<file path="config.mk">
export PLATFORM = sky130hd
export DESIGN_NAME = jtag_tap_dbg
export DESIGN_NICKNAME = d
export VERILOG_FILES = /design/src/jtag_dbg_pkg.sv /design/src/jtag_tap_dbg.sv
export SDC_FILE = /design/constraint.sdc
export NUM_CORES = 1
export LEC_CHECK = 0
export BUFFER_PORTS_ARGS = -buffer_cell sky130_fd_sc_hd__buf_2
export CAP_MARGIN = 5
export CELL_PAD_IN_SITES_DETAIL_PLACEMENT = 1
export CELL_PAD_IN_SITES_GLOBAL_PLACEMENT = 2
export CORE_MARGIN = 2
export CORE_UTILIZATION = 33
export CTS_CLUSTER_DIAMETER = 80
export DETAILED_ROUTE_END_ITERATION = 8
export PLACE_DENSITY = 0.85
export SLEW_MARGIN = 20
export SYNTH_ARGS = -nofsm -noshare
export SYNTH_HDL_FRONTEND = slang
export SYNTH_SLANG_ARGS = --single-unit
export TNS_END_PERCENT = 30
</file>
<file path="constraint.sdc">
create_clock -name i_core_clk -period 2.9 [get_ports i_core_clk]
set_input_delay 0.29 -clock i_core_clk [delete_from_list [all_inputs] [get_ports i_core_clk]]
set_output_delay 0.29 -clock i_core_clk [all_outputs]
set_load 0.03 [all_outputs]
</file>
<file path="src/jtag_dbg_pkg.sv">
// package: constants for the test access port and debug reset block
// Overview of operation
// - one standard test access port on the chain, boundary scan of the pins
// - four-bit instruction register, thirty-two-bit data register
// - a path through this port reaches a chip port for the tile
// - test reset held low keeps the whole access module in reset
// - debug pin as output floats until breakpoint, then driven low
// - debug pin as input, external low forces the tile into debug
// - identification instruction selects the identification register for shifting
// - user code instruction selects the user code register for shifting
// - user field comes from security bits 22 to 31 of tile zero
// - global reset low enters reset at once, without a clock
// - after global reset release, wait for pll lock, then boot
// - security bit 0 disables the test access port entirely
// - security bit 14 blocks the debug pin both ways
package jtag_dbg_pkg;
    localparam int IR_W = 4;
    localparam int DR_W = 32;
    // instruction codes
    localparam logic [3:0] INS_EXTEST   = 4'h0;
    localparam logic [3:0] INS_SAMPLE   = 4'h1;
    localparam logic [3:0] INS_IDENT    = 4'h2;
    localparam logic [3:0] INS_USER     = 4'h3;
    localparam logic [3:0] INS_CHIP     = 4'h4;
    localparam logic [3:0] INS_BYPASS   = 4'hF;
    localparam logic [3:0] IR_CAPTURE   = 4'h1;
    // identification fields (values arbitrary)
    localparam logic [3:0]  ID_VERSION  = 4'h1;
    localparam logic [15:0] ID_PART     = 16'h1234;
    localparam logic [10:0] ID_MAKER    = 11'h155;
    // user code layout
    localparam int UC_USER_LSB = 22;
    localparam int UC_USER_W   = 10;
    localparam logic [7:0] UC_SI_REV = 8'h01;
    // security bit positions
    localparam int SEC_JTAG_OFF  = 0;
    localparam int SEC_DEBUG_OFF = 14;
    // reset hold time
    localparam int  RST_HOLD_NS  = 100;
    localparam int  CLK_NS       = 50;
    localparam int  RST_HOLD_CYC = (RST_HOLD_NS + CLK_NS - 1) / CLK_NS;
    typedef enum logic [15:0] {
        TLR = 16'h0001, RTI = 16'h0002, SDS = 16'h0004, CDR = 16'h0008,
        SDR = 16'h0010, E1D = 16'h0020, PDR = 16'h0040, E2D = 16'h0080,
        UDR = 16'h0100, SIS = 16'h0200, CIR = 16'h0400, SIR = 16'h0800,
        E1I = 16'h1000, PIR = 16'h2000, E2I = 16'h4000, UIR = 16'h8000
    } tap_st_t;
    typedef enum logic [2:0] {
        B_RESET = 3'h1, B_WAIT = 3'h2, B_RUN = 3'h4
    } boot_st_t;
endpackage

</file>
<file path="src/jtag_tap_dbg.sv">
// module: test access port, debug pin and global reset sequencing
`timescale 1ns/1ps
module jtag_tap_dbg #(
    parameter int BSR_W = 8
) (
    // core clock and global reset
    input  wire logic              i_core_clk,
    input  wire logic              i_rst_n,
    input  wire logic              i_glob_rst_n,
    input  wire logic              i_pll_lock,
    // test port pins
    input  wire logic              i_tck,
    input  wire logic              i_tms,
    input  wire logic              i_tdi,
    input  wire logic              i_trst_n,
    output logic                   o_tdo,
    output logic                   o_tdo_oe,
    // security register of tile zero
    input  wire logic [31:0]       i_security,
    // boundary pins
    input  wire logic [BSR_W-1:0]  i_pin_in,
    output logic      [BSR_W-1:0]  o_pin_out,
    output logic                   o_extest,
    // chip port path
    output logic                   o_chip_sel,
    output logic                   o_chip_tdi,
    output logic                   o_chip_tms,
    output logic                   o_chip_tck,
    input  wire logic              i_chip_tdo,
    // debug pin and mode
    input  wire logic              i_debug_in,
    output logic                   o_debug_out,
    output logic                   o_debug_oe,
    input  wire logic              i_dbg_out_mode,
    input  wire logic              i_dbg_in_mode,
    input  wire logic              i_breakpoint,
    output logic                   o_force_debug,
    // reset and boot
    output logic                   o_core_rst_n,
    output logic                   o_boot_start
);
    // two-stage syncs: tck, tms, tdi, trst_n, debug pin, chip tdo
    logic [5:0] pin_s;
    logic       tck_d_ff;
    jtag_dbg_sync2 #(.W(6)) u_pin_sync (
        .i_clk   (i_core_clk),
        .i_async ({i_tck, i_tms, i_tdi, i_trst_n, i_debug_in, i_chip_tdo}),
        .o_sync  (pin_s)
    );
    // tck edges found in the core domain; tck must stay well below a third of it
    always_ff @(posedge i_core_clk) begin
        tck_d_ff <= pin_s[5];
    end
    // synced pin views, only the second flop is read
    logic tms_s, tdi_s, trst_s, dbg_s, ctdo_s, tck_rise, tck_fall;
    assign tms_s  = pin_s[4];
    assign tdi_s  = pin_s[3];
    assign trst_s = pin_s[2];
    assign dbg_s  = pin_s[1];
    assign ctdo_s = pin_s[0];
    assign tck_rise = pin_s[5] & ~tck_d_ff;
    assign tck_fall = ~pin_s[5] & tck_d_ff;

    // asynchronous entry
    // global reset asserts at once, releases through the core clock
    logic [1:0] grst_ff;
    always_ff @(posedge i_core_clk or negedge i_glob_rst_n) begin
        if (!i_glob_rst_n) begin
            grst_ff <= 2'h0;
        end else begin
            grst_ff <= {grst_ff[0], 1'b1};
        end
    end
    assign o_core_rst_n = grst_ff[1];

    logic [1:0] lock_ff;
    jtag_dbg_pkg::boot_st_t boot_ff;
    always_ff @(posedge i_core_clk or negedge i_glob_rst_n) begin
        if (!i_glob_rst_n) begin
            lock_ff <= 2'h0;
            boot_ff <= jtag_dbg_pkg::B_RESET;
        end else begin
            lock_ff <= {lock_ff[0], i_pll_lock};
            case (boot_ff)
                jtag_dbg_pkg::B_RESET: if (grst_ff[1]) boot_ff <= jtag_dbg_pkg::B_WAIT;
                jtag_dbg_pkg::B_WAIT:  if (lock_ff[1]) boot_ff <= jtag_dbg_pkg::B_RUN;
                jtag_dbg_pkg::B_RUN:   boot_ff <= jtag_dbg_pkg::B_RUN;
                default:               boot_ff <= jtag_dbg_pkg::B_RESET;
            endcase
        end
    end
    // boot start registered, so the boot logic sees one clean level
    always_ff @(posedge i_core_clk or negedge i_glob_rst_n) begin
        if (!i_glob_rst_n) begin
            o_boot_start <= 1'b0;
        end else begin
            o_boot_start <= (boot_ff == jtag_dbg_pkg::B_RUN);
        end
    end

    // test reset and security disable hold the port in reset
    logic tap_hold;
    assign tap_hold = ~trst_s | i_security[jtag_dbg_pkg::SEC_JTAG_OFF] | ~i_rst_n;

    // standard tap controller stepped on tck rising edge
    jtag_dbg_pkg::tap_st_t st_ff, nxt_st;
    always_comb begin
        nxt_st = st_ff;
        case (st_ff)
            jtag_dbg_pkg::TLR: nxt_st = tms_s ? jtag_dbg_pkg::TLR : jtag_dbg_pkg::RTI;
            jtag_dbg_pkg::RTI: nxt_st = tms_s ? jtag_dbg_pkg::SDS : jtag_dbg_pkg::RTI;
            jtag_dbg_pkg::SDS: nxt_st = tms_s ? jtag_dbg_pkg::SIS : jtag_dbg_pkg::CDR;
            jtag_dbg_pkg::CDR: nxt_st = tms_s ? jtag_dbg_pkg::E1D : jtag_dbg_pkg::SDR;
            jtag_dbg_pkg::SDR: nxt_st = tms_s ? jtag_dbg_pkg::E1D : jtag_dbg_pkg::SDR;
            jtag_dbg_pkg::E1D: nxt_st = tms_s ? jtag_dbg_pkg::UDR : jtag_dbg_pkg::PDR;
            jtag_dbg_pkg::PDR: nxt_st = tms_s ? jtag_dbg_pkg::E2D : jtag_dbg_pkg::PDR;
            jtag_dbg_pkg::E2D: nxt_st = tms_s ? jtag_dbg_pkg::UDR : jtag_dbg_pkg::SDR;
            jtag_dbg_pkg::UDR: nxt_st = tms_s ? jtag_dbg_pkg::SDS : jtag_dbg_pkg::RTI;
            jtag_dbg_pkg::SIS: nxt_st = tms_s ? jtag_dbg_pkg::TLR : jtag_dbg_pkg::CIR;
            jtag_dbg_pkg::CIR: nxt_st = tms_s ? jtag_dbg_pkg::E1I : jtag_dbg_pkg::SIR;
            jtag_dbg_pkg::SIR: nxt_st = tms_s ? jtag_dbg_pkg::E1I : jtag_dbg_pkg::SIR;
            jtag_dbg_pkg::E1I: nxt_st = tms_s ? jtag_dbg_pkg::UIR : jtag_dbg_pkg::PIR;
            jtag_dbg_pkg::PIR: nxt_st = tms_s ? jtag_dbg_pkg::E2I : jtag_dbg_pkg::PIR;
            jtag_dbg_pkg::E2I: nxt_st = tms_s ? jtag_dbg_pkg::UIR : jtag_dbg_pkg::SIR;
            jtag_dbg_pkg::UIR: nxt_st = tms_s ? jtag_dbg_pkg::SDS : jtag_dbg_pkg::RTI;
            default:           nxt_st = jtag_dbg_pkg::TLR;
        endcase
    end
    always_ff @(posedge i_core_clk) begin
        if (tap_hold) begin
            st_ff <= jtag_dbg_pkg::TLR;
        end else if (tck_rise) begin
            st_ff <= nxt_st;
        end
    end

    logic [jtag_dbg_pkg::IR_W-1:0] ir_sh_ff, ir_ff;
    always_ff @(posedge i_core_clk) begin
        if (tap_hold) begin
            ir_sh_ff <= jtag_dbg_pkg::IR_CAPTURE;
            ir_ff    <= jtag_dbg_pkg::INS_IDENT;
        end else if (tck_rise) begin
            case (st_ff)
                jtag_dbg_pkg::TLR: ir_ff <= jtag_dbg_pkg::INS_IDENT;
                jtag_dbg_pkg::CIR: ir_sh_ff <= jtag_dbg_pkg::IR_CAPTURE;
                jtag_dbg_pkg::SIR: ir_sh_ff <= {tdi_s, ir_sh_ff[jtag_dbg_pkg::IR_W-1:1]};
                jtag_dbg_pkg::UIR: ir_ff <= ir_sh_ff;
                default: ;
            endcase
        end
    end

    logic [31:0] id_word, uc_word;
    assign id_word = {jtag_dbg_pkg::ID_VERSION, jtag_dbg_pkg::ID_PART,
                      jtag_dbg_pkg::ID_MAKER, 1'b1};
    // user field from security bits 22..31
    assign uc_word = {i_security[jtag_dbg_pkg::UC_USER_LSB +: jtag_dbg_pkg::UC_USER_W],
                      14'h0000, jtag_dbg_pkg::UC_SI_REV};

    // thirty-two-bit data shift, capture per instruction
    logic [jtag_dbg_pkg::DR_W-1:0] dr_ff;
    logic [BSR_W-1:0]              bsr_upd_ff;
    logic                          byp_ff;
    always_ff @(posedge i_core_clk) begin
        if (tap_hold) begin
            dr_ff      <= '0;
            bsr_upd_ff <= '0;
            byp_ff     <= 1'b0;
        end else if (tck_rise) begin
            case (st_ff)
                jtag_dbg_pkg::CDR: begin
                    byp_ff <= 1'b0;
                    case (ir_ff)
                        jtag_dbg_pkg::INS_IDENT:  dr_ff <= id_word;
                        jtag_dbg_pkg::INS_USER:   dr_ff <= uc_word;
                        jtag_dbg_pkg::INS_EXTEST,
                        jtag_dbg_pkg::INS_SAMPLE: dr_ff <= {{(32-BSR_W){1'b0}}, i_pin_in};
                        default:                  dr_ff <= '0;
                    endcase
                end
                jtag_dbg_pkg::SDR: begin
                    dr_ff  <= {tdi_s, dr_ff[jtag_dbg_pkg::DR_W-1:1]};
                    byp_ff <= tdi_s;
                end
                jtag_dbg_pkg::UDR: begin
                    if (ir_ff == jtag_dbg_pkg::INS_EXTEST ||
                        ir_ff == jtag_dbg_pkg::INS_SAMPLE) begin
                        bsr_upd_ff <= dr_ff[BSR_W-1:0];
                    end
                end
                default: ;
            endcase
        end
    end
    assign o_pin_out = bsr_upd_ff;

    // extest flag and chip port path while selected
    // registered so no decode glitch reaches the pins; costs one core clock of lag
    logic sel_chip;
    assign sel_chip = (ir_ff == jtag_dbg_pkg::INS_CHIP);
    always_ff @(posedge i_core_clk) begin
        if (tap_hold) begin
            o_extest   <= 1'b0;
            o_chip_sel <= 1'b0;
            o_chip_tdi <= 1'b0;
            o_chip_tms <= 1'b0;
            o_chip_tck <= 1'b0;
        end else begin
            o_extest   <= (ir_ff == jtag_dbg_pkg::INS_EXTEST);
            o_chip_sel <= sel_chip;
            o_chip_tdi <= sel_chip & tdi_s;
            o_chip_tms <= sel_chip & tms_s;
            o_chip_tck <= sel_chip & pin_s[5];
        end
    end

    // tdo changes on tck falling edge, driven only while shifting
    logic tdo_ff, tdo_oe_ff, tdo_bit;
    always_comb begin
        tdo_bit = dr_ff[0];
        if (st_ff == jtag_dbg_pkg::SIR) begin
            tdo_bit = ir_sh_ff[0];
        end else if (ir_ff == jtag_dbg_pkg::INS_CHIP) begin
            tdo_bit = ctdo_s;
        end else if (ir_ff == jtag_dbg_pkg::INS_BYPASS) begin
            tdo_bit = byp_ff;
        end
    end
    always_ff @(posedge i_core_clk) begin
        if (tap_hold) begin
            tdo_ff    <= 1'b0;
            tdo_oe_ff <= 1'b0;
        end else if (tck_fall) begin
            tdo_ff    <= tdo_bit;
            tdo_oe_ff <= (st_ff == jtag_dbg_pkg::SDR) | (st_ff == jtag_dbg_pkg::SIR);
        end
    end
    assign o_tdo    = tdo_ff;
    assign o_tdo_oe = tdo_oe_ff;

    logic dbg_block;
    assign dbg_block = i_security[jtag_dbg_pkg::SEC_DEBUG_OFF];
    // float until breakpoint, then drive low; held until reset
    logic bp_ff;
    always_ff @(posedge i_core_clk) begin
        if (!i_rst_n || !grst_ff[1]) begin
            bp_ff <= 1'b0;
        end else if (i_breakpoint) begin
            bp_ff <= 1'b1;
        end
    end
    // pin only ever pulled low; the external pull-up gives the high level
    assign o_debug_out = 1'b0;
    // drive enable after breakpoint, gated by the block bit
    always_ff @(posedge i_core_clk) begin
        if (!i_rst_n) begin
            o_debug_oe <= 1'b0;
        end else begin
            o_debug_oe <= i_dbg_out_mode & bp_ff & ~dbg_block;
        end
    end
    // external low forces debug mode, one clock after the synced pin
    always_ff @(posedge i_core_clk) begin
        if (!i_rst_n) begin
            o_force_debug <= 1'b0;
        end else begin
            o_force_debug <= i_dbg_in_mode & ~dbg_s & ~dbg_block;
        end
    end
endmodule // jtag_tap_dbg

// two-flop synchroniser for signals from another clock domain
module jtag_dbg_sync2 #(
    parameter int W = 1
) (
    // clock
    input  wire logic          i_clk,
    // asynchronous inputs and synchronised copies
    input  wire logic [W-1:0]  i_async,
    output logic      [W-1:0]  o_sync
);
    // first stage may go metastable, so only the second is read outside
    logic [W-1:0] meta_ff, sync_ff;
    always_ff @(posedge i_clk) begin
        meta_ff <= i_async;
        sync_ff <= meta_ff;
    end
    assign o_sync = sync_ff;
endmodule // jtag_dbg_sync2

</file>
==> impl_results.rst, run 1 <==
.. list-table::
   :header-rows: 1

   * - Metric
     - Value
   * - Half-perimeter wire length after placement
     - 7.44 mm
   * - Largest net degree at the start of global routing
     - 34
   * - Clock insertion delay at the later pin of the skew report
     - 0.35 ns
   * - Final-layout fill cell count
     - 1420
   * - Detailed Routing Iterations Pass 1
     - 4
   * - CTS clk-pin slew, worst paths
     - 0.06 ns
   * - I/O pins
     - 73
   * - Setup slack at placement
     - 0.538 ns
   * - TritonCTS sink count
     - 96
   * - DR DRC count
     - 0
   * - Highest attainable clock frequency
     - 418 MHz
   * - Detailed-route via count
     - 3415
   * - Worst reg2reg endpoint
     - dr_ff[14]
   * - Final min period
     - 2.39 ns
   * - Leading cell type in the layout, fill and taps excluded
     - sky130_fd_sc_hd__dfxtp_1
   * - Die Wd
     - 114 um
   * - Number of standard cells after synthesis
     - 445
   * - Number of max-cap violations
     - 0
   * - Worst hold path type
     - in -> reg
   * - Final Wtd Congestion
     - 0.806
   * - Commonest non-fill, non-tap cells in the layout
     - sky130_fd_sc_hd__dfxtp_1 (88), sky130_fd_sc_hd__nor2_1 (62), sky130_fd_sc_hd__buf_2 (51)
   * - Die outline area
     - 12900 sq um
   * - Number of inserted diodes
     - 0
   * - Number of buffers on the longest clock path
     - 2
   * - Total Negative Setup Slacks
     - 0 ns
   * - Hold path endpoint
     - u_pin_sync.meta_ff[1]
   * - DR vias/cell
     - 5.34
   * - Worst R2R Setup Slack
     - 0.51 ns
   * - Maximum fanout encountered on the critical timing path
     - 8
   * - Number of buffers created by CTS
     - 9
   * - Leakage power summed over all cells
     - 1.79 nW
   * - Via count of the first global-routing pass
     - 3515
   * - Worst R2R Path Depth
     - 6
   * - Worst setup startpoint
     - st_ff[15]
   * - Setup Crit Path Kind
     - reg -> reg
   * - Drt first-iter violations
     - 202
   * - Total of flip-flops plus latches after synthesis
     - 96
   * - Number of gates resized after cts
     - 0
   * - Die extent in y
     - 114 um
   * - CP required
     - 3.11 ns
   * - Per-instance average area after synthesis
     - 8.93 sq um
   * - Buffers inserted during post-CTS setup optimization
     - 0
   * - Most used DFF post-synth
     - sky130_fd_sc_hd__dfxtp_1
   * - Count of cell types in the netlist
     - 55
   * - Setup crit end kind
     - flop
   * - First-pass GRT wire length
     - 17.6 mm
   * - Count of H-tree levels built during CTS
     - 3
   * - Number of synthesized flops with an enable pin
     - 0
   * - Worst setup skew after layout
     - 0.00407 ns
   * - Global-route congestion overflow total
     - 0
   * - Total core area
     - 11900 sq um
   * - Final routed wirelength across all metal layers
     - 10.7 mm
   * - Number of nets in the final layout
     - 541
   * - Power density over the cells
     - 562 nW/um^2
   * - Final worst-path setup slack
     - 0.510 ns
   * - Least-Margin Pin Slew
     - 0.946 ns
   * - Final Max Slew Viols
     - 0
   * - Number of instances on the worst hold path
     - 1
   * - Global-route usage over all layers
     - 17.2%
   * - Maximum VDD drop
     - 0.378 mV
   * - Register cell area after layout
     - 1960 sq um
   * - Setup repair after global routing missed its margin
     - false
   * - Input/output buffers
     - 51
   * - Antenna-violating nets left
     - 0
   * - Number of placement rows
     - 40
   * - Post-synth net total
     - 498
   * - Final setup vio count
     - 0
   * - Ratio of cells with drive above 1 in the final layout
     - 18.7%
   * - Area growth, synth to finish
     - 16.6%
   * - Hold Crit Start
     - i_debug_in
   * - FF-to-FF Start
     - st_ff[15]
   * - Count of endpoints failing hold in the final timing report
     - 0
   * - Ys async rst share
     - 8.33%
   * - CTS tree
     - done
   * - Netlist Area Pre-Place
     - 3980 sq um
   * - Effective utilization at floorplan
     - 33.5%
   * - Arr. time, crit path
     - 2.60 ns
   * - Yosys synthesis warning count
     - 0
   * - Worst relative slew slack
     - 37.0%
   * - Initial antenna violation count
     - 0
   * - Result of the run
     - complete, no violations
   * - Library cell used as clock root buffer
     - sky130_fd_sc_hd__clkbuf_16
   * - Element type at the critical path start
     - flop
   * - Share of the clock period used by the worst path after layout
     - 82.4%
   * - Sequential fraction of the synthesis area
     - 49.4%
   * - Area occupied by multi-input gates
     - 1830 sq um
   * - Routed len/inst
     - 16.6 um
==> state kept, by name, indices dropped and copies added, names as in the netlist, 2 cells and up <==
| register | cells |
|---|---|
| boot_ff | 3 |
| dr_ff | 32 |
| grst_ff | 2 |
| ir_ff | 4 |
| ir_sh_ff | 4 |
| lock_ff | 2 |
| o_pin_out | 8 |
| st_ff | 16 |
| u_pin_sync.meta_ff | 6 |
| u_pin_sync.o_sync | 6 |
==> synthesized netlist by cell type, drive strengths merged, types with 2 or more instances <==
cell	number	area, sq um
dfxtp	88	1760
xnor2	3	26.3
inv	7	26.3
and4	2	17.5
mux2i	9	90.1
nor2	63	239
nand4	5	31.3
dfrtp	7	175
a31oi	2	12.5
a22oi	17	128
a2111oi	2	17.5
nor3	9	45.0
and3b	2	17.5
nand4b	3	26.3
nand3b	3	22.5
o21ai	35	175
nor2b	2	12.5
a221oi	7	61.3
and3	5	31.3
nand2	21	78.8
nand2b	6	37.5
nand3	10	50.1
or4	6	56.3
conb	2	7.51
or3	4	31.3
nor4	17	151
a21oi	47	235
buf	10	70.1
or4b	2	20.0
clkbuf	23	87.6
and2	4	25.0
nor4b	2	17.5
xor2	6	52.6
==> per-layer routing <==
layer / vias to the layer above / GRT usage (%) / wire, um
li1: 1689 / - / -
met1: 1670 / 20.9 / 4860
met2: 44 / 30.1 / 5320
met3: 12 / 3.72 / 311
met4: 0 / 6.34 / 169
met5: - / 0 / 0
==> where the power goes <==
part | switching [W] | total [W] | internal, W
clock network | 0.000505 | 0.00111 | 0.000605
registers | 0.0000249 | 0.00138 | 0.00136
logic | 0.0000693 | 0.000114 | 0.0000450
total | 0.000599 | 0.00260 | 0.00201
==> area by class of cell <==
class | count | share of cell area, %
Clock buffer | 13 | 5.40
Clock inverter | 3 | 0.405
Inverter | 7 | 0.567
Multi-Input combinational cell | 309 | 39.5
Sequential cell | 96 | 42.4
Tap cell | 147 | 3.97
Timing Repair Buffer | 65 | 7.83
==> critical path: stages (launching register included) <==
cell and delay, ns:
sky130_fd_sc_hd__dfxtp_1 0.39, sky130_fd_sc_hd__or4_1 0.64, sky130_fd_sc_hd__nor2_1 0.23, sky130_fd_sc_hd__and4_1 0.32, sky130_fd_sc_hd__nand2_1 0.11, sky130_fd_sc_hd__a31oi_1 0.43, sky130_fd_sc_hd__a21oi_1 0.13
==> stage by stage <==
stage / area [sq um] / std cells / total power, W / hold WS (ns) / utilization, %
after floorplan: 3980 / 445 / 0.00147 / -0.00559 / -
after global placement: 4350 / 623 / 0.00151 / 0.130 / 36.7
after detailed placement: 4350 / 623 / 0.00153 / 0.134 / 36.7
after CTS: 4630 / 640 / 0.00264 / 0.0259 / 39.1
after global routing: 4630 / 640 / 0.00271 / 0.0224 / 39.1
final: 4630 / 640 / 0.00260 / 0.0382 / 39.1
==> how the worst max path moves through the flow <==
stage / endpoint
6_report: dr_ff[14]
5_1_grt: dr_ff[21]
4_1_cts: dr_ff[14]
3_5_place_dp: dr_ff[14]
3_3_place_gp: dr_ff[21]
2_1_floorplan: o_tdo
==> repair_timing <==
action                                 in CTS  in global routing
endpoints found under the hold margin       8                  0
hold buffers                                1                  0
setup endpoints to repair                   0                  0
==> cells by family after synthesis <==
| logic type | Yosys count | share of synthesized area, % |
|---|---|---|
| and+or+nand+nor | 170 | 23.8 |
| other | 2 | 0.189 |
| AOI/OAI and AO/OA | 118 | 17.5 |
| buffers and inverters | 40 | 4.63 |
| xor gates and xnor gates | 9 | 1.98 |
| muxes | 10 | 2.55 |
| DFF | 96 | 49.4 |
Power figures use the tool's default switching activity.
==> run 2, diff against run 1 <==
--- a/config.mk
+++ b/config.mk
@@ -5,15 +5,16 @@
 export SDC_FILE = /design/constraint.sdc
 export NUM_CORES = 1
 export LEC_CHECK = 0
+export ABC_AREA = 1
 export BUFFER_PORTS_ARGS = -buffer_cell sky130_fd_sc_hd__buf_2
 export CAP_MARGIN = 5
 export CELL_PAD_IN_SITES_DETAIL_PLACEMENT = 1
 export CELL_PAD_IN_SITES_GLOBAL_PLACEMENT = 2
 export CORE_MARGIN = 2
-export CORE_UTILIZATION = 33
+export CORE_UTILIZATION = 28
 export CTS_CLUSTER_DIAMETER = 80
 export DETAILED_ROUTE_END_ITERATION = 8
-export PLACE_DENSITY = 0.85
+export PLACE_DENSITY = 0.82
 export SLEW_MARGIN = 20
 export SYNTH_ARGS = -nofsm -noshare
 export SYNTH_HDL_FRONTEND = slang
==> constraint.sdc (replaced) <==
create_clock -name i_core_clk -period 2.07 [get_ports i_core_clk]
set_input_delay 0.207 -clock i_core_clk [delete_from_list [all_inputs] [get_ports i_core_clk]]
set_output_delay 0.207 -clock i_core_clk [all_outputs]
set_load 0.03 [all_outputs]
==> run 2 against run 1 <==
Cell count increased by 28%. Die area increased by 22%. Global-route usage decreased by 1.9 points. Worst setup slack got worse by 0.36 ns. Register-to-register slack got worse by 0.36 ns. Via count increased by 11%. Clock skew increased by 0.0056 ns. Highest routed layer unchanged.
==> impl_results.rst, run 2 <==
.. list-table::
   :header-rows: 1

   * - Metric
     - Value
   * - Worst relative slew slack
     - 62.8% (was 37.0%)
   * - Count of cell types in the netlist
     - 36 (was 55)
   * - Count of H-tree levels built during CTS
     - 3 (unchanged)
   * - Slowest cell on the critical path
     - sky130_fd_sc_hd__dfxtp_1 (was sky130_fd_sc_hd__or4_1)
   * - Die Wd
     - 125 um (was 114 um)
   * - Hold Crit Start
     - i_security[14] (was i_debug_in)
   * - Number of synthesized flops with an enable pin
     - 0 (unchanged)
   * - Sequential fraction of the synthesis area
     - 47.6% (was 49.4%)
   * - Highest attainable clock frequency
     - 520 MHz (was 418 MHz)
   * - Setup crit end kind
     - flop (unchanged)
   * - Maximum fanout encountered on the critical timing path
     - 11 (was 8)
   * - FF-to-FF Start
     - st_ff[12] (was st_ff[15])
   * - Ys async rst share
     - 8.33% (unchanged)
   * - Most common cell in the synthesized netlist
     - sky130_fd_sc_hd__nand2_1 (was sky130_fd_sc_hd__dfxtp_1)
   * - CP required
     - 2.36 ns (was 3.11 ns)
   * - Total of flip-flops plus latches after synthesis
     - 96 (unchanged)
   * - Antenna-violating nets left
     - 0 (unchanged)
   * - Number of buffers on the longest clock path
     - 2 (unchanged)
   * - Via count of the first global-routing pass
     - 3881 (was 3515)
   * - Die extent in y
     - 125 um (was 114 um)
   * - Maximum single-stage delay on the critical path
     - 0.36 ns (was 0.64 ns)
   * - Drt first-iter violations
     - 201 (was 202)
   * - Largest register FFs
     - 32 (unchanged)
   * - Input/output buffers
     - 51 (unchanged)
   * - Final Max Slew Viols
     - 0 (unchanged)
   * - Detailed-route via count
     - 3787 (was 3415)
   * - Die outline area
     - 15700 sq um (was 12900 sq um)
   * - Worst R2R Setup Slack
     - 0.15 ns (was 0.51 ns)
   * - Number of max-cap violations
     - 0 (unchanged)
   * - Final routed wirelength across all metal layers
     - 11.7 mm (was 10.7 mm)
   * - CP cell instances
     - nor2_2, nand2_2, nor2_8, nand3b_4, buf_4, clkinv_1, nand2_1, o21ai_1, nor2_1, nor2_1 (was or4_1, nor2_1, and4_1, nand2_1, a31oi_1, a21oi_1)
   * - Final min period
     - 1.92 ns (was 2.39 ns)
   * - Hold path endpoint
     - o_force_debug (was u_pin_sync.meta_ff[1])
   * - Half-perimeter wire length after placement
     - 8.28 mm (was 7.44 mm)
   * - Per-instance average area after synthesis
     - 7.31 sq um (was 8.93 sq um)
   * - Most used DFF post-synth
     - sky130_fd_sc_hd__dfxtp_1 (unchanged)
   * - Worst reg2reg endpoint
     - dr_ff[28] (was dr_ff[14])
   * - Worst setup skew after layout
     - 0.00963 ns (was 0.00407 ns)
   * - First-pass GRT wire length
     - 19.4 mm (was 17.6 mm)
   * - Number of instances on the worst hold path
     - 2 (was 1)
   * - Final design area excluding fillers
     - 5010 sq um (was 4630 sq um)
   * - Effective utilization at floorplan
     - 28.5% (was 33.5%)
   * - Total Power Consumption
     - 0.00390 W (was 0.00260 W)
   * - Worst R2R Path Depth
     - 10 (was 6)
   * - Total buffers and inverters traversed by the critical path
     - 2 (was 0)
   * - Largest net degree at the start of global routing
     - 35 (was 34)
   * - Critical path's top delay family
     - simple AND/OR/NAND/NOR gates (unchanged)
   * - Post-synth net total
     - 618 (was 498)
   * - Cell area reported after detailed placement
     - 4590 sq um (was 4350 sq um)
   * - Cell mode on critical path
     - sky130_fd_sc_hd__nor2_1
   * - Cell type with the largest total area after synthesis
     - sky130_fd_sc_hd__dfxtp_1 (unchanged)
   * - Setup repair after global routing missed its margin
     - false (unchanged)
   * - I/O pins
     - 73 (unchanged)
   * - Share of the clock period used by the worst path after layout
     - 92.9% (was 82.4%)
   * - Final Wtd Congestion
     - 0.781 (was 0.806)
   * - CTS clk-pin slew, worst paths
     - 0.07 ns (was 0.06 ns)
   * - Library cell used as clock root buffer
     - sky130_fd_sc_hd__clkbuf_16 (unchanged)
   * - Setup slack at placement
     - 0.0635 ns (was 0.538 ns)
   * - Setup Crit Path Kind
     - reg -> reg (unchanged)
   * - Number of placement rows
     - 44 (was 40)
   * - Arr. time, crit path
     - 2.21 ns (was 2.60 ns)
   * - Global-route usage over all layers
     - 15.4% (was 17.2%)
   * - Biggest area contributors in the synthesized netlist
     - sky130_fd_sc_hd__dfxtp_1 (43%), sky130_fd_sc_hd__nand2_1 (12%), sky130_fd_sc_hd__nor2_1 (7.7%) (was sky130_fd_sc_hd__dfxtp_1 (44%), sky130_fd_sc_hd__a21oi_1 (5.9%), sky130_fd_sc_hd__nor2_1 (5.9%))
   * - CTS tree
     - done (unchanged)
   * - Number of nets in the final layout
     - 682 (was 541)
   * - Final-layout fill cell count
     - 1826 (was 1420)
   * - Leakage power summed over all cells
     - 2.09 nW (was 1.79 nW)
   * - Result of the run
     - complete, no violations (unchanged)
   * - Yosys synthesis warning count
     - 0 (unchanged)
   * - Area growth, synth to finish
     - 21.5% (was 16.6%)
   * - TritonCTS sink count
     - 96 (unchanged)
   * - Number of standard cells after synthesis
     - 565 (was 445)
   * - Count of endpoints failing hold in the final timing report
     - 0 (unchanged)
   * - Least-Margin Pin Slew
     - 0.556 ns (was 0.946 ns)
   * - Commonest non-fill, non-tap cells in the layout
     - sky130_fd_sc_hd__nand2_1 (135), sky130_fd_sc_hd__dfxtp_1 (88), sky130_fd_sc_hd__nor2_1 (84) (was sky130_fd_sc_hd__dfxtp_1 (88), sky130_fd_sc_hd__nor2_1 (62), sky130_fd_sc_hd__buf_2 (51))
   * - Ratio of cells with drive above 1 in the final layout
     - 17.2% (was 18.7%)
   * - Initial antenna violation count
     - 0 (unchanged)
   * - Total core area
     - 14500 sq um (was 11900 sq um)
   * - Power density over the cells
     - 778 nW/um^2 (was 562 nW/um^2)
   * - Worst hold path type
     - in -> reg (unchanged)
   * - Leading cell type in the layout, fill and taps excluded
     - sky130_fd_sc_hd__nand2_1 (was sky130_fd_sc_hd__dfxtp_1)
   * - DR DRC count
     - 0 (unchanged)
   * - Largest reg by FF count
     - dr_ff (unchanged)
   * - Global-route congestion overflow total
     - 0 (unchanged)
   * - Total Negative Setup Slacks
     - 0 ns (unchanged)
   * - Leading post-synthesis cells by instance count
     - sky130_fd_sc_hd__nand2_1 (135), sky130_fd_sc_hd__dfxtp_1 (88), sky130_fd_sc_hd__nor2_1 (85), sky130_fd_sc_hd__a21oi_1 (47), sky130_fd_sc_hd__inv_1 (44) (was sky130_fd_sc_hd__dfxtp_1 (88), sky130_fd_sc_hd__nor2_1 (62), sky130_fd_sc_hd__a21oi_1 (47), sky130_fd_sc_hd__o21ai_0 (35), sky130_fd_sc_hd__clkbuf_1 (22))
   * - Netlist Area Pre-Place
     - 4130 sq um (was 3980 sq um)
   * - Final worst-path setup slack
     - 0.147 ns (was 0.510 ns)
   * - Final setup vio count
     - 0 (unchanged)
   * - Share of the synthesized area in the top cell type
     - 42.7% (was 44.3%)
   * - Element type at the critical path start
     - flop (unchanged)
   * - Clock insertion delay at the later pin of the skew report
     - 0.35 ns (about the same)
   * - Maximum VDD drop
     - 0.379 mV (was 0.378 mV)
   * - Routed len/inst
     - 14.4 um (was 16.6 um)
   * - Number of inserted diodes
     - 0 (unchanged)
   * - DR vias/cell
     - 4.63 (was 5.34)
   * - Detailed Routing Iterations Pass 1
     - 4 (unchanged)
   * - Number of buffers created by CTS
     - 9 (unchanged)
==> run 2: changes by cell type after synthesis, moves of 7 or more <==
| cell | delta |
|---|---|
| sky130_fd_sc_hd__nand2_1 | +114 |
| sky130_fd_sc_hd__inv_1 | +37 |
| sky130_fd_sc_hd__nand3_1 | +24 |
| sky130_fd_sc_hd__nor2_1 | +23 |
| sky130_fd_sc_hd__a22oi_1 | -17 |
| sky130_fd_sc_hd__clkbuf_1 | -14 |
| sky130_fd_sc_hd__o21ai_1 | +14 |
| sky130_fd_sc_hd__nor4_1 | -12 |
| sky130_fd_sc_hd__mux2i_1 | -9 |
| sky130_fd_sc_hd__a221oi_1 | -7 |
==> run 2: report_power, final <==
group / switching, W / total (W) / internal [W] / leakage (nW)
clock: 0.000783 / 0.00175 / 0.000962 / 0.150
combinational: 0.000139 / 0.000223 / 0.0000837 / 1.13
sequential: 0.0000254 / 0.00193 / 0.00191 / 0.811
total: 0.000947 / 0.00390 / 0.00295 / 2.09
==> run 2: cells by family (layout without fill, tap and decap cells) <==
kind of cell	Yosys count	in the layout	synth area share (%)
buffers and inverters	71	140	7.52
other	2	2	0.182
flip-flops	96	96	47.6
AND/OR/NAND/NOR	295	295	31.8
AO/OA/AOI/OAI	100	100	12.7
XOR/XNOR	1	1	0.212
==> run 2: worst max-delay path by stage <==
stage / cells past startpoint / to / from / slack, ns
floorplan: 9 / dr_ff[23] / st_ff[10] / 0.63
global placement: 9 / dr_ff[0] / st_ff[4] / 0.13
detailed placement: 9 / dr_ff[3] / st_ff[12] / 0.06
CTS: 9 / dr_ff[2] / st_ff[12] / 0.03
global route: 8 / ir_sh_ff[0] / st_ff[12] / 0.005
finish: 10 / dr_ff[28] / st_ff[12] / 0.15
==> run 2: timing repair <==
| item | CTS | global route |
|---|---|---|
| gates cloned | 0 | 0 |
| pin swaps | 0 | 1 |
| hold buffers | 8 | 0 |
| hold endpoints to repair | 15 | 0 |
| gates resized for setup | 1 | 5 |
| setup endpoints to repair | 1 | 22 |
| setup buffers | 0 | 3 |
==> run 2: area by class of cell <==
class / count / area [sq um] / share of cell area [%]
Tap cell: 184 / 230 / 4.59
Timing Repair Buffer: 74 / 448 / 8.93
Sequential cell: 96 / 1960 / 39.2
Clock buffer: 9 / 225 / 4.49
Multi-Input combinational cell: 398 / 1870 / 37.3
Clock inverter: 7 / 86.3 / 1.72
Inverter: 50 / 193 / 3.84
==> run 2: layer usage <==
metal  up-vias  track usage, %  wire length [um]
met4         0            4.77               143
met1      1795            19.8              5670
met3         8            3.25               260
met5         -               0                 0
li1       1944               -                 -
met2        40            25.9              5660
==> run 2: stage by stage <==
stage	hold slack (ns)	std cells	utilization [%]
final	0.0403	818	34.6
after global routing	0.0444	818	34.6
after CTS	0.0265	815	34.4
after detailed placement	0.0573	791	31.7
after global placement	0.0495	791	31.7
after floorplan	-0.0886	565	-
